===== src/pscr_defines.svh =====
`ifndef PSCR_DEFINES_SVH
`define PSCR_DEFINES_SVH

// byte offsets of the configuration bank
`define PSCR_OFS_REF_LO 3'h0
`define PSCR_OFS_REF_HI_CTRL 3'h1
`define PSCR_OFS_POST_MODULI 3'h2
`define PSCR_OFS_FBK_LO 3'h3
`define PSCR_OFS_FBK_HI_OUT 3'h4
`define PSCR_OFS_LOOP_TUNING 3'h5
`define PSCR_OFS_SHUT_SYNC 3'h6
`define PSCR_OFS_RSVD_TOP 3'h7

// field positions within the 64-bit configuration word
`define PSCR_REF_LEN_LSB 0
`define PSCR_REF_LEN_MSB 11
`define PSCR_REF_SRC_BIT 12
`define PSCR_PD_A_BIT 13
`define PSCR_POST_C_LSB 14
`define PSCR_POST_C_MSB 15
`define PSCR_POST_A_LSB 16
`define PSCR_POST_A_MSB 19
`define PSCR_POST_B_LSB 20
`define PSCR_POST_B_MSB 23
`define PSCR_FBK_LEN_LSB 24
`define PSCR_FBK_LEN_MSB 37
`define PSCR_FBK_SRC_BIT 38
`define PSCR_CMOS_BIT 39
`define PSCR_PUMP_LSB 40
`define PSCR_PUMP_MSB 41
`define PSCR_RES_LSB 44
`define PSCR_RES_MSB 45
`define PSCR_CAP_BIT 46
`define PSCR_SYNC_EN_BIT 48
`define PSCR_SYNC_POL_BIT 49
`define PSCR_PD_B_BIT 53

// reset value and post divider limit
`define PSCR_RST_BYTE 8'h00
`define PSCR_POST_MAX_CODE 4'hb

`endif


===== src/pscr_pkg.sv =====
package pscr_pkg;

    // one byte write, issued when the serial engine acknowledges it
    typedef struct packed {
        logic ack;
        logic [2:0] addr;
        logic [7:0] data;
    } pscr_wr_t;

    // one byte read request
    typedef struct packed {
        logic req;
        logic [2:0] addr;
    } pscr_rd_t;

    // static controls for the analog sections
    typedef struct packed {
        logic ref_source_select;
        logic feedback_source_select;
        logic power_down_a;
        logic power_down_b;
        logic cmos_output_mode;
        logic sync_enable_bit;
        logic sync_edge_polarity;
        logic [1:0] pump_current_select;
        logic [1:0] loop_resistor_select;
        logic loop_capacitor_select;
    } pscr_ctrl_t;

    // divider settings as applied to the counters
    typedef struct packed {
        logic [11:0] reference_divider_length;
        logic [13:0] feedback_divider_length;
        logic [3:0] post_divider_a_modulus;
        logic [3:0] post_divider_b_modulus;
        logic [3:0] post_divider_c_modulus;
    } pscr_div_t;

endpackage : pscr_pkg


===== src/pscr_regs.sv =====
// Notes on behaviour
// - ref source bit: 0 crystal, 1 pin
// - feedback source bit: 0 oscillator, 1 post divider
// - each shutdown bit 1 powers section down
// - output mode bit: 0 PECL, 1 CMOS
// - sync enable bit on sync-capable variant only
// - sync polarity: 0 falling, 1 rising edge
// - pump current and loop resistor 2-bit codes
// - loop capacitor bit: 0 185pF, 1 500pF
// - post divider a modulus is code plus one
// - post divider b modulus is code plus one
// - post divider c modulus 1, 2, 4, 8
// - reference length 12 bits, bits 0 to 11
// - feedback length 14 bits, bits 24 to 37
// - clear at power-up, read back as written
// - byte updates on its acknowledge, not stop
`timescale 1ns/1ps
`default_nettype none

`include "pscr_defines.svh"

module pscr_regs
    import pscr_pkg::*;
#(
    parameter bit SYNC_CAPABLE = 1'b1
) (
    // clock and reset
    input wire logic mclk,
    input wire logic rst_n,

    // byte access from the serial engine
    input wire pscr_wr_t byte_wr,
    input wire pscr_rd_t byte_rd,
    output logic [7:0] rd_data_r,
    output logic rd_valid_r,

    // end-of-cycle pulses from the divider counters
    input wire logic ref_cycle_end,
    input wire logic fbk_cycle_end,
    input wire logic post_cycle_end,

    // static analog controls
    output wire pscr_ctrl_t ctrl_r,

    // divider settings applied to the counters
    output var pscr_div_t div_r
);

    logic [7:0] byte_r [8];
    logic [63:0] cfg_word;
    logic [3:0] post_a_code;
    logic [3:0] post_b_code;
    logic [1:0] post_c_code;

    // eight byte registers, each written on its own acknowledge
    for (genvar i = 0; i < 8; i++) begin : g_byte
        always_ff @(posedge mclk or negedge rst_n) begin
            if (!rst_n) begin
                byte_r[i] <= `PSCR_RST_BYTE;
            end else if (byte_wr.ack && byte_wr.addr == 3'(i)) begin
                // no wait for stop: a partly written burst is live at once
                byte_r[i] <= byte_wr.data;
            end
        end
        // byte i carries word bits 8i to 8i+7
        assign cfg_word[8*i +: 8] = byte_r[i];
    end

    // read port: reserved bits come back as stored, whatever the host wrote
    always_ff @(posedge mclk or negedge rst_n) begin
        if (!rst_n) begin
            rd_data_r <= 8'h00;
            rd_valid_r <= 1'b0;
        end else begin
            rd_data_r <= byte_r[byte_rd.addr];
            rd_valid_r <= byte_rd.req;
        end
    end

    // static controls are flop bits of the bank, visible right after the write
    assign ctrl_r.ref_source_select = cfg_word[`PSCR_REF_SRC_BIT];
    assign ctrl_r.feedback_source_select = cfg_word[`PSCR_FBK_SRC_BIT];
    assign ctrl_r.power_down_a = cfg_word[`PSCR_PD_A_BIT];
    assign ctrl_r.power_down_b = cfg_word[`PSCR_PD_B_BIT];
    assign ctrl_r.cmos_output_mode = cfg_word[`PSCR_CMOS_BIT];

    // a part without the sync input never sees sync enabled
    assign ctrl_r.sync_enable_bit = cfg_word[`PSCR_SYNC_EN_BIT] & SYNC_CAPABLE;
    assign ctrl_r.sync_edge_polarity = cfg_word[`PSCR_SYNC_POL_BIT] & SYNC_CAPABLE;

    // loop tuning codes passed to the analog loop filter
    assign ctrl_r.pump_current_select = cfg_word[`PSCR_PUMP_MSB:`PSCR_PUMP_LSB];
    assign ctrl_r.loop_resistor_select = cfg_word[`PSCR_RES_MSB:`PSCR_RES_LSB];
    assign ctrl_r.loop_capacitor_select = cfg_word[`PSCR_CAP_BIT];

    // post divider codes as stored
    assign post_a_code = cfg_word[`PSCR_POST_A_MSB:`PSCR_POST_A_LSB];
    assign post_b_code = cfg_word[`PSCR_POST_B_MSB:`PSCR_POST_B_LSB];
    assign post_c_code = cfg_word[`PSCR_POST_C_MSB:`PSCR_POST_C_LSB];

    // divider settings load only at a cycle boundary, so no runt count appears;
    // a forbidden post code keeps the previous modulus instead of a guess
    always_ff @(posedge mclk or negedge rst_n) begin
        if (!rst_n) begin
            div_r <= '0;
        end else begin
            if (ref_cycle_end) begin
                div_r.reference_divider_length <=
                    cfg_word[`PSCR_REF_LEN_MSB:`PSCR_REF_LEN_LSB];
            end
            if (fbk_cycle_end) begin
                div_r.feedback_divider_length <=
                    cfg_word[`PSCR_FBK_LEN_MSB:`PSCR_FBK_LEN_LSB];
            end
            if (post_cycle_end) begin
                if (post_a_code <= `PSCR_POST_MAX_CODE) begin
                    div_r.post_divider_a_modulus <= post_a_code + 4'h1;
                end
                if (post_b_code <= `PSCR_POST_MAX_CODE) begin
                    div_r.post_divider_b_modulus <= post_b_code + 4'h1;
                end
                div_r.post_divider_c_modulus <= 4'h1 << post_c_code;
            end
        end
    end

    // bytes written since reset; an untouched byte must still read as cleared
    logic [7:0] wr_seen_r;

    always_ff @(posedge mclk or negedge rst_n) begin
        if (!rst_n) begin
            wr_seen_r <= 8'h00;
        end else if (byte_wr.ack) begin
            wr_seen_r[byte_wr.addr] <= 1'b1;
        end
    end

    // a byte moves only on its own acknowledge
    for (genvar k = 0; k < 8; k++) begin : g_byte_chk

    end
endmodule : pscr_regs

`default_nettype wire


===== config.mk =====
export PLATFORM = sky130hd
export DESIGN_NAME = pscr_regs
export DESIGN_NICKNAME = d
export VERILOG_FILES = /design/src/pscr_pkg.sv /design/src/pscr_regs.sv
export VERILOG_INCLUDE_DIRS = /design/src
export SDC_FILE = /design/constraint.sdc
export NUM_CORES = 1
export LEC_CHECK = 0
export ABC_AREA = 1
export BUFFER_PORTS_ARGS = -buffer_cell sky130_fd_sc_hd__buf_2
export CAP_MARGIN = 30
export CORE_ASPECT_RATIO = 0.8
export CORE_UTILIZATION = 46
export CTS_BUF_LIST = sky130_fd_sc_hd__clkbuf_4 sky130_fd_sc_hd__clkbuf_8 sky130_fd_sc_hd__clkbuf_16
export DETAILED_ROUTE_END_ITERATION = 8
export PLACE_DENSITY_LB_ADDON = 0.3
export SYNTH_ARGS = -nofsm -noshare
export SYNTH_HDL_FRONTEND = slang
export SYNTH_SLANG_ARGS = --single-unit

===== constraint.sdc =====
create_clock -name mclk -period 1.3 [get_ports mclk]
set_input_delay 0.065 -clock mclk [delete_from_list [all_inputs] [get_ports mclk]]
set_output_delay 0.065 -clock mclk [all_outputs]
set_load 0.05 [all_outputs]

==> results.md, run 1 <==
- Status: completed
- Commonest cells after routing, fill and taps aside: nand2_1, dfrtp_1, inv_1
- Worst-path clk slew: approximately 0.07 ns
- Largest net degree at the start of global routing: 112
- Post-route cell area: slightly below 6000 um2
- Post-route ant nets: 0
- Die Y-Extent: 95.1 um
- Antenna Cells: 0
- Vias per cell: between 5 and 6
- WL/cell: between 10 and 15 um
- Grt total ovfl: 0
- Core region area: about 10000 um2
- Top-area cell type share of the netlist area: a little under three fifths
- Worst Max-Slew Pin Slew: roughly 0.59 ns
- CTS tree: built
- Ys Warns: 0
- Chip width: between 100 and 150 um
- Placed wire-length estimate: approximately 8300 um
- Startpoint types: register
- Largest cells by area after synthesis: dfrtp_1, nand2_1, inv_1
- Clk_skew: roughly 0.0077 ns
- GRT Overall Usage: between 20% and 30%
- Sink Count: 111
- Vias in the first global route: 3991
- Post-layout min period: between 1 and 1.5 ns
- Max_slew headroom: between 60 and 70%
- Die ar.: roughly 11000 um2
- # nets final: ~700
- Synth Cell Area: roughly 5000 um2
- Fin util: a little under three fifths
- Final hold vios: 0
- Hold path start: post_cycle_end
- Layout cells sized above 1: ~18%
- Post-synthesis sequential area ratio: a little under three fifths
- Placed Area: 5380 um2
- R2R setup slack: about 0.18 ns
- Total setup buffers inserted after CTS: 0
- Worst-skew pair later-pin latency: around 0.35 ns
- H-tree Lvls: 3
- Vias: between 4000 and 5000
- Crit-path max cell delay: roughly 0.44 ns
- Fin Setup TNS: 0 ns
- Clock tree root driver cell: clkbuf_16
- Min-Delay Path Class: input port to register
- Worst Path Max Fanout: 5
- Drt first pass iters: 5
- Longest Clk Path Bufs: 2
- Nature of the critical path endpoint: register
- Floorplan row count: 33
- Static leakage: 3.10 nW
- RSZ-0062 raised after global routing: no
- Reg2reg path depth: 4
- Worst Path Required: about 1.5 ns
- Worst R2R Start: byte_r[46]
- Synth Register Bits: about 110
- TritonCTS buffer count: 9
- Layout fillers: around 1000
- Netlist cell types: 23
- Crit path DAT: around 1.3 ns
- PwrDens: roughly 1800 nW/um2
- Max_cap viols: 0
- Total wire length: ~12000 um
- IO Pins: 80
- Placer Congestion: between 0.8 and 0.9
- Worst hold endpoint: div_r[3]
- DRT iter0 DRCs: 259
- Fmax achieved: roughly 890 MHz
- Slowest library cell on the worst path: dfrtp_1
- WS Path Type: register to register
- Worst-path cell chain: a21oi_1 -> inv_1 -> nand2_1 -> o21ai_0
- Peak supply drop: between 0.6 and 0.7 mV
- Port Buffers: 79
- Initial antenna violation count: 0
- Drt drc: 0
- Cell taking the most area after synthesis: dfrtp_1
- R2R Path End: div_r[4]
- Final setup viols: 0
- Slew Limit Fails: 0
- Global-route wire length before repair: approximately 20000 um
- Mapped Cells: between 500 and 600
- Worst hold stages: 3
- Mapped Avg Cell Area: ~8.4 um2
- Crit share post-route: between 80% and 90%
- Commonest non-fill, non-tap cell in the layout: nand2_1
- Net Count, Synth: 620
- Starting Density: about 48%
- Synthesis-to-finish area growth: 16.4%
## flip-flops by register name, indices dropped and copies added (netlist names)
| signal | flops |
|---|---|
| byte_r | 52 |
| div_r | 38 |
| ctrl_r | 12 |
| rd_data_r | 8 |
| rd_valid_r | 1 |
## cell type report
class	instances	area [um2]	share of cell area, %
Timing Repair Buffer	95	568	9.79
Multi-Input combinational cell	368	1660	28.5
Sequential cell	111	2780	47.9
Tap cell	140	175	3.02
Inverter	82	308	5.30
Clock buffer	9	225	3.88
Clock inverter	7	95.1	1.64
## report_power, final
| group | internal (mW) | switching, mW |
|---|---|---|
| logic | 0.755 | 2.25 |
| clock network | 1.69 | 1.25 |
| registers | 4.09 | 0.371 |
## through the flow
stage | setup slack (ns) | hold WS, ns | total power, mW | cells
floorplan | 0.300 | -0.231 | 6.77 | 597
global placement | 0.252 | 0.177 | 7.44 | 786
detailed placement | 0.184 | 0.185 | 7.51 | 786
CTS | 0.188 | 0.0145 | 10.5 | 812
global route | 0.0437 | 0.0189 | 11.0 | 812
finish | 0.175 | 0.0170 | 10.4 | 812
## logic make-up after synthesis
group | share of synthesized area (%)
AOI/OAI and AO/OA | 10.5
buffers and inverters | 11.1
xor gates and xnor gates | 0.351
adders and majority gates | 0.502
DFF | 55.7
and+or+nand+nor | 21.8
## timing repair
item	in CTS	in global routing
hold endpoints to repair	120	0
hold buffers	10	0
gates resized for setup	0	0
## worst max-delay path by stage
stage / start / end / slack (ns)
5_1_grt: byte_r[46] / div_r[4] / 0.04
3_5_place_dp: byte_wr[10] / byte_r[32] / 0.18
6_report: byte_r[46] / div_r[4] / 0.18
4_1_cts: byte_r[46] / div_r[4] / 0.19
3_3_place_gp: byte_wr[10] / byte_r[32] / 0.25
2_1_floorplan: byte_r[46] / div_r[4] / 0.30
## routing by layer
metal,track usage [%],up-vias,share of wire (%)
li1,-,1974,-
met1,31.5,1981,45
met2,37.9,141,47
met3,5.86,17,6.9
met4,7.17,0,1.6
met5,0,-,0
## synth_stat cells (all sizes together)
master and number:
a21oi 28, inv 82, nor3b 1, nor2 32, ha 2, nand2 195
o21a 1, nand3 36, dfrtp 111, o21ai 70, buf 30, nor3 1
xnor2 2, clkbuf 6
## worst max-delay path, delay by kind of cell (launching register included)
family	cells	cell delay [ns]
DFF	1	0.44
and+or+nand+nor	1	0.07
buffers and inverters	1	0.14
AOI/OAI and AO/OA	2	0.36
Note: power is estimated with default switching activity, not from simulation.
==> inputs of run 2 (changes only) <==
==> constraint.sdc (replaced) <==
create_clock -name mclk -period 1.45 [get_ports mclk]
set_input_delay 0.0725 -clock mclk [delete_from_list [all_inputs] [get_ports mclk]]
set_output_delay 0.0725 -clock mclk [all_outputs]
set_load 0.05 [all_outputs]
==> run 2 against run 1 <==
- sequential cell count did not move
- sequential power fell by 10%
- cell area barely moved
- largest power group unchanged
==> results.md, run 2 (synthesized netlist as in run 1, its figures left out) <==
- Status: completed
- DRT iter0 DRCs: approximately 270
- Floorplan row count: 33
- Max_slew headroom: between 60% and 70%
- Placed Area: about 5400 um2
- Fmax achieved: around 900 MHz
- Static leakage: just over 3 nW
- Synthesis-to-finish area growth: 16.4%
- Vias per cell: approximately 5.0
- Worst R2R Start: byte_r[46]
- Core region area: approximately 10000 um2
- Longest Clk Path Bufs: 2
- Largest register FFs: between 50 and 60
- Min-Delay Path Class: input port to register
- IO Pins: 80
- Worst-path clk slew: about 0.070 ns
- Clk_skew: 0.00963 ns
- Crit path DAT: ~1.3 ns
- Worst-skew pair later-pin latency: approximately 0.36 ns
- Total setup buffers inserted after CTS: 0
- Global-route wire length before repair: 19300 um
- Slew Limit Fails: 0
- Die ar.: ~11000 um2
- H-tree Lvls: 3
- Final hold vios: 0
- Post-layout min period: between 1 and 1.5 ns
- Largest net degree at the start of global routing: 47
- Sink Count: between 100 and 150
- Non-filler cells, final: between 800 and 900
- Vias in the first global route: a little under 4000
- Starting Density: between 40 and 50%
- Most flop-heavy register: byte_r
- Fin util: a little under three fifths
- Max_cap viols: 0
- Drt first pass iters: 5
- PwrDens: between 1500 and 2000 nW/um2
- Slowest library cell on the worst path: dfrtp_1
- Crit path launch: byte_r[46]
- Commonest non-fill, non-tap cell in the layout: nand2_1
- GRT Overall Usage: roughly 23%
- Initial antenna violation count: 0
- Worst Path Max Fanout: 5
- Placed cells: 786
- Worst Path Required: 1.68 ns
- Port Buffers: slightly below 80
- Antenna Cells: 0
- Hold path start: post_cycle_end
- Crit-path max cell delay: around 0.43 ns
- WL/cell: about 15 um
- Startpoint types: register
- Final setup viols: 0
- # nets final: 690
- WS Path Type: register to register
- RSZ-0062 raised after global routing: no
- Fin Hold WS: between 0.015 and 0.02 ns
- Post-route ant nets: 0
- Nature of the critical path endpoint: register
- Placer Congestion: 0.884
- Clock tree root driver cell: clkbuf_16
- Worst-path cell chain: a21oi_1 -> inv_1 -> nand2_1 -> o21ai_0
- Drt drc: 0
- Worst path bufs/invs: 1
- Crit share post-route: around three quarters
- TritonCTS buffer count: 9
- Grt total ovfl: 0
- Peak supply drop: 0.622 mV
- Placed wire-length estimate: about 8400 um
- Total wire length: roughly 12000 um
- Layout cells sized above 1: about 18%
- Largest delay share family, worst path: flip-flops
- Post-route cell area: approximately 5800 um2
- Commonest cells after routing, fill and taps aside: nand2_1, dfrtp_1, inv_1
- Layout fillers: just over 1000
- CTS tree: built
- Worst Max-Slew Pin Slew: approximately 0.54 ns
- Fin Setup TNS: 0 ns
- Vias: between 4000 and 5000
- Die Y-Extent: between 90 and 100 um
- Chip width: 118 um
## run 2: cell count changes in the layout (fill, tap and decap cells not counted), sizes merged
cell and change:
bufinv -1, clkinv -1, clkinvlp +1, inv +1
## run 2: worst paths after layout
| kind | endpoint | cells past startpoint | slack (ns) |
|---|---|---|---|
| max | div_r[6] | 4 | 0.34 |
| min | div_r[3] | 3 | 0.02 |
| max reg2reg | div_r[6] | 4 | 0.34 |
| min reg2reg | div_r[2] | 2 | 0.48 |
| max in group asynchronous | ctrl_r[6] | 3 | 0.66 |
| min in group asynchronous | rd_valid_r | 2 | 0.20 |
## run 2: report_power, final
group / switching [mW] / internal, mW
clock network: 1.17 / 1.36
registers: 0.336 / 3.67
logic: 2.00 / 0.678
total: 3.51 / 5.70
## run 2: worst reg2reg max path, cell delays in order, from the launching register on
cell	delay (ns)
dfrtp_1	0.43
a21oi_1	0.27
inv_1	0.13
nand2_1	0.07
o21ai_0	0.08
## run 2: repair_timing
item                                   4_1_cts  5_1_grt
endpoints found under the hold margin       35        0
hold buffers                                10        0
resized for setup                            0        0
## run 2: through the flow
stage          power (mW)  setup slack (ns)
2_1_floorplan        6.07             0.450
3_3_place_gp         6.67             0.392
3_5_place_dp         6.73             0.334
4_1_cts              9.27             0.314
5_1_grt              9.68             0.238
6_report             9.21             0.344
## run 2: cell type report
type | count | area (um2) | share of cell area [%]
sequential | 111 | 2780 | 47.9
clock inverter | 7 | 80.1 | 1.38
multi-input combinational | 368 | 1660 | 28.5
clock buffer | 9 | 225 | 3.88
timing repair buffer | 95 | 581 | 10.0
inverter | 82 | 308 | 5.31
tap | 140 | 175 | 3.02
## run 2: metal layers
metal | GRT usage [%] | routed length [um]
met1 | 30.8 | 5470
met2 | 36.4 | 5440
met3 | 5.38 | 762
met4 | 7.59 | 187
met5 | 0 | 0
==> inputs of run 3 (changes only) <==
==> constraint.sdc (replaced) <==
create_clock -name mclk -period 1 [get_ports mclk]
set_input_delay 0.05 -clock mclk [delete_from_list [all_inputs] [get_ports mclk]]
set_output_delay 0.05 -clock mclk [all_outputs]
set_load 0.05 [all_outputs]
==> run 3 against run 2 <==
- the flow now finishes with violations (negative setup slack)
- cell area grew 8.4%
- first-iteration DRC count rose by 6.6%
- die area unchanged
- sequential power increased by 46%
- clock power is 45% higher
- clock-buffer cell count up 3
- sequential share of layout area decreased by 3.7 points
- power is 53% higher
- routed wire length grew 1.6%
- via count up 0.61%
- register-to-register slack lost 0.31 ns
- clock skew down 0.0011 ns
- critical endpoint is now ctrl_r[3]
- highest routed layer unchanged
==> results.md, run 3 (synthesized netlist as in run 1, its figures left out) <==
- Status: complete, but fails checks
- Failing checks: negative setup slack
- Largest net degree at the start of global routing: 83
- Max_slew headroom: roughly 70%
- Slowest library cell on the worst path: dfrtp_1
- Met1 Track Usage GR: between 30% and 40%
- Post-route ant nets: 0
- WS Path Type: register to output pin
- Worst-path cell chain: buf_6
- Worst-skew pair later-pin latency: roughly 0.35 ns
- Worst Path Required: between 0.9 and 1 ns
- Pre-CTS WS: -0.0200 ns
- Antenna Cells: 0
- Crit-path max cell delay: 0.43 ns
- Worst R2R Start: byte_r[46]
- Largest delay share family, worst path: flip-flops
- Sink Count: around 110
- Startpoint types: register
- IO Pins: 80
- Drt first pass iters: 5
- Nature of the critical path endpoint: output pin
- Static leakage: 3.28 nW
- Synthesis-to-finish area growth: 26.1%
- PwrDens: approximately 2200 nW/um2
- Area of the multi-input gates: between 1500 and 2000 um2
- Crit path DAT: 0.95 ns
- Global-route wire length before repair: slightly below 20000 um
- Clk_skew: ~0.0085 ns
- WL/cell: 14.4 um
- Post-route setup slack: -0.00217 ns
- Die Y-Extent: between 90 and 100 um
- R2R setup slack: 0.03 ns
- Worst-path clk slew: 0.07 ns
- Starting Density: 47.9%
- Placed wire-length estimate: roughly 8400 um
- Seq. cell area: between 2000 and 3000 um2
- GRT Overall Usage: roughly 23%
- Post-route cell area: approximately 6300 um2
- Worst Path Max Fanout: 3
- Core region area: between 10000 and 15000 um2
- Most used routing layer: met2
- Hold path start: post_cycle_end
- CTS tree: built
- Min-Delay Path Class: input port to register
- Commonest non-fill, non-tap cell in the layout: nand2_1
- Commonest cells after routing, fill and taps aside: nand2_1, dfrtp_1, inv_1
- Layout fillers: between 900 and 1000
- Chip width: approximately 120 um
- Post-layout min period: between 1 and 1.5 ns
- Crit share post-route: 100%
- Initial antenna violation count: 0
- Peak supply drop: between 1 and 1.5 mV
- Floorplan row count: 33
- TritonCTS buffer count: 9
- Fin Setup TNS: -0.00217 ns
- Worst path bufs/invs: 1
- Clock tree root driver cell: clkbuf_16
- H-tree Lvls: 3
- Vias per cell: between 4 and 5
- Instance count on the critical path: 1
- Routing usage on met3: 5.38%
- Vias in the first global route: about 3900
- Slew Limit Fails: 0
- Placer Congestion: just over 0.8
- Drt drc: 0
- Vias: between 4000 and 5000
- Total power: 14.0 mW
- Placed Area: approximately 5600 um2
- Final hold vios: 0
- Met2 Use GR: 36.4%
- Fin Hold WS: 0.0000000278 ns
- DRT iter0 DRCs: 292
- Final setup viols: 1
- Worst hold endpoint: div_r[3]
- Most flop-heavy register: byte_r
- # nets final: just over 700
- Port Buffers: just under 80
- Largest register FFs: 52
- Grt total ovfl: 0
- Worst Max-Slew Pin Slew: around 0.44 ns
- R2R Path End: div_r[6]
- Layout cells sized above 1: a little under a quarter
- Worst hold stages: 3
- Reg2reg path depth: 3
- Longest Clk Path Bufs: 2
- Fmax achieved: between 900 and 1000 MHz
- Die ar.: around 11000 um2
- RSZ-0062 raised after global routing: yes
- Total wire length: between 10000 and 15000 um
- Max_cap viols: 0
## run 3: cell types whose count changed in the layout (fill, tap and decap cells not counted), sizes merged
cell      previous run  this run
buf                 85       102
clkbuf               9        17
inv                 84        82
clkinvlp             2         1
## run 3: area by class of cell
cell class | count | area share, %
multi-input combinational | 368 | 27.1
inverter | 82 | 4.90
timing repair buffer | 117 | 16.1
clock buffer | 12 | 4.04
clock inverter | 4 | 0.876
sequential | 111 | 44.2
tap | 140 | 2.79
## run 3: power by group
group | internal (mW) | total [mW] | switching (mW)
clock network | 2.08 | 3.66 | 1.58
registers | 5.32 | 5.86 | 0.541
logic | 1.54 | 4.53 | 2.99
## run 3: worst max-delay path by stage
stage	startpoint	end	slack [ns]
after floorplan	byte_r[42]	div_r[8]	0.04
after global placement	byte_wr[10]	byte_r[54]	0.007
after detailed placement	byte_wr[10]	byte_r[51]	-0.02
after CTS	ctrl_r[4]	ctrl_r[4]	0.000004
after global routing	ctrl_r[6]	rd_data_r[0]	-0.04
final	ctrl_r[3]	ctrl_r[3]	-0.002
## run 3: layer usage
layer	up-vias	part of all wire, %
met5	-	0
met4	0	0.93
met3	11	6.2
met2	124	46
met1	1948	47
li1	2023	-
## run 3: timing repair
action / in CTS / in global routing
resized for setup: 56 / 50
endpoints found under the setup margin: 49 / 48
hold buffers: 10 / 0
endpoints found under the hold margin: 120 / 0
buffers inserted: 0 / 4
pin swaps: 0 / 5
## run 3: through the flow
stage	util, %	instances
after CTS	58.8	830
after global placement	53.4	804
final	60.4	834
after detailed placement	53.4	804
after global routing	60.4	834
after floorplan	-	597
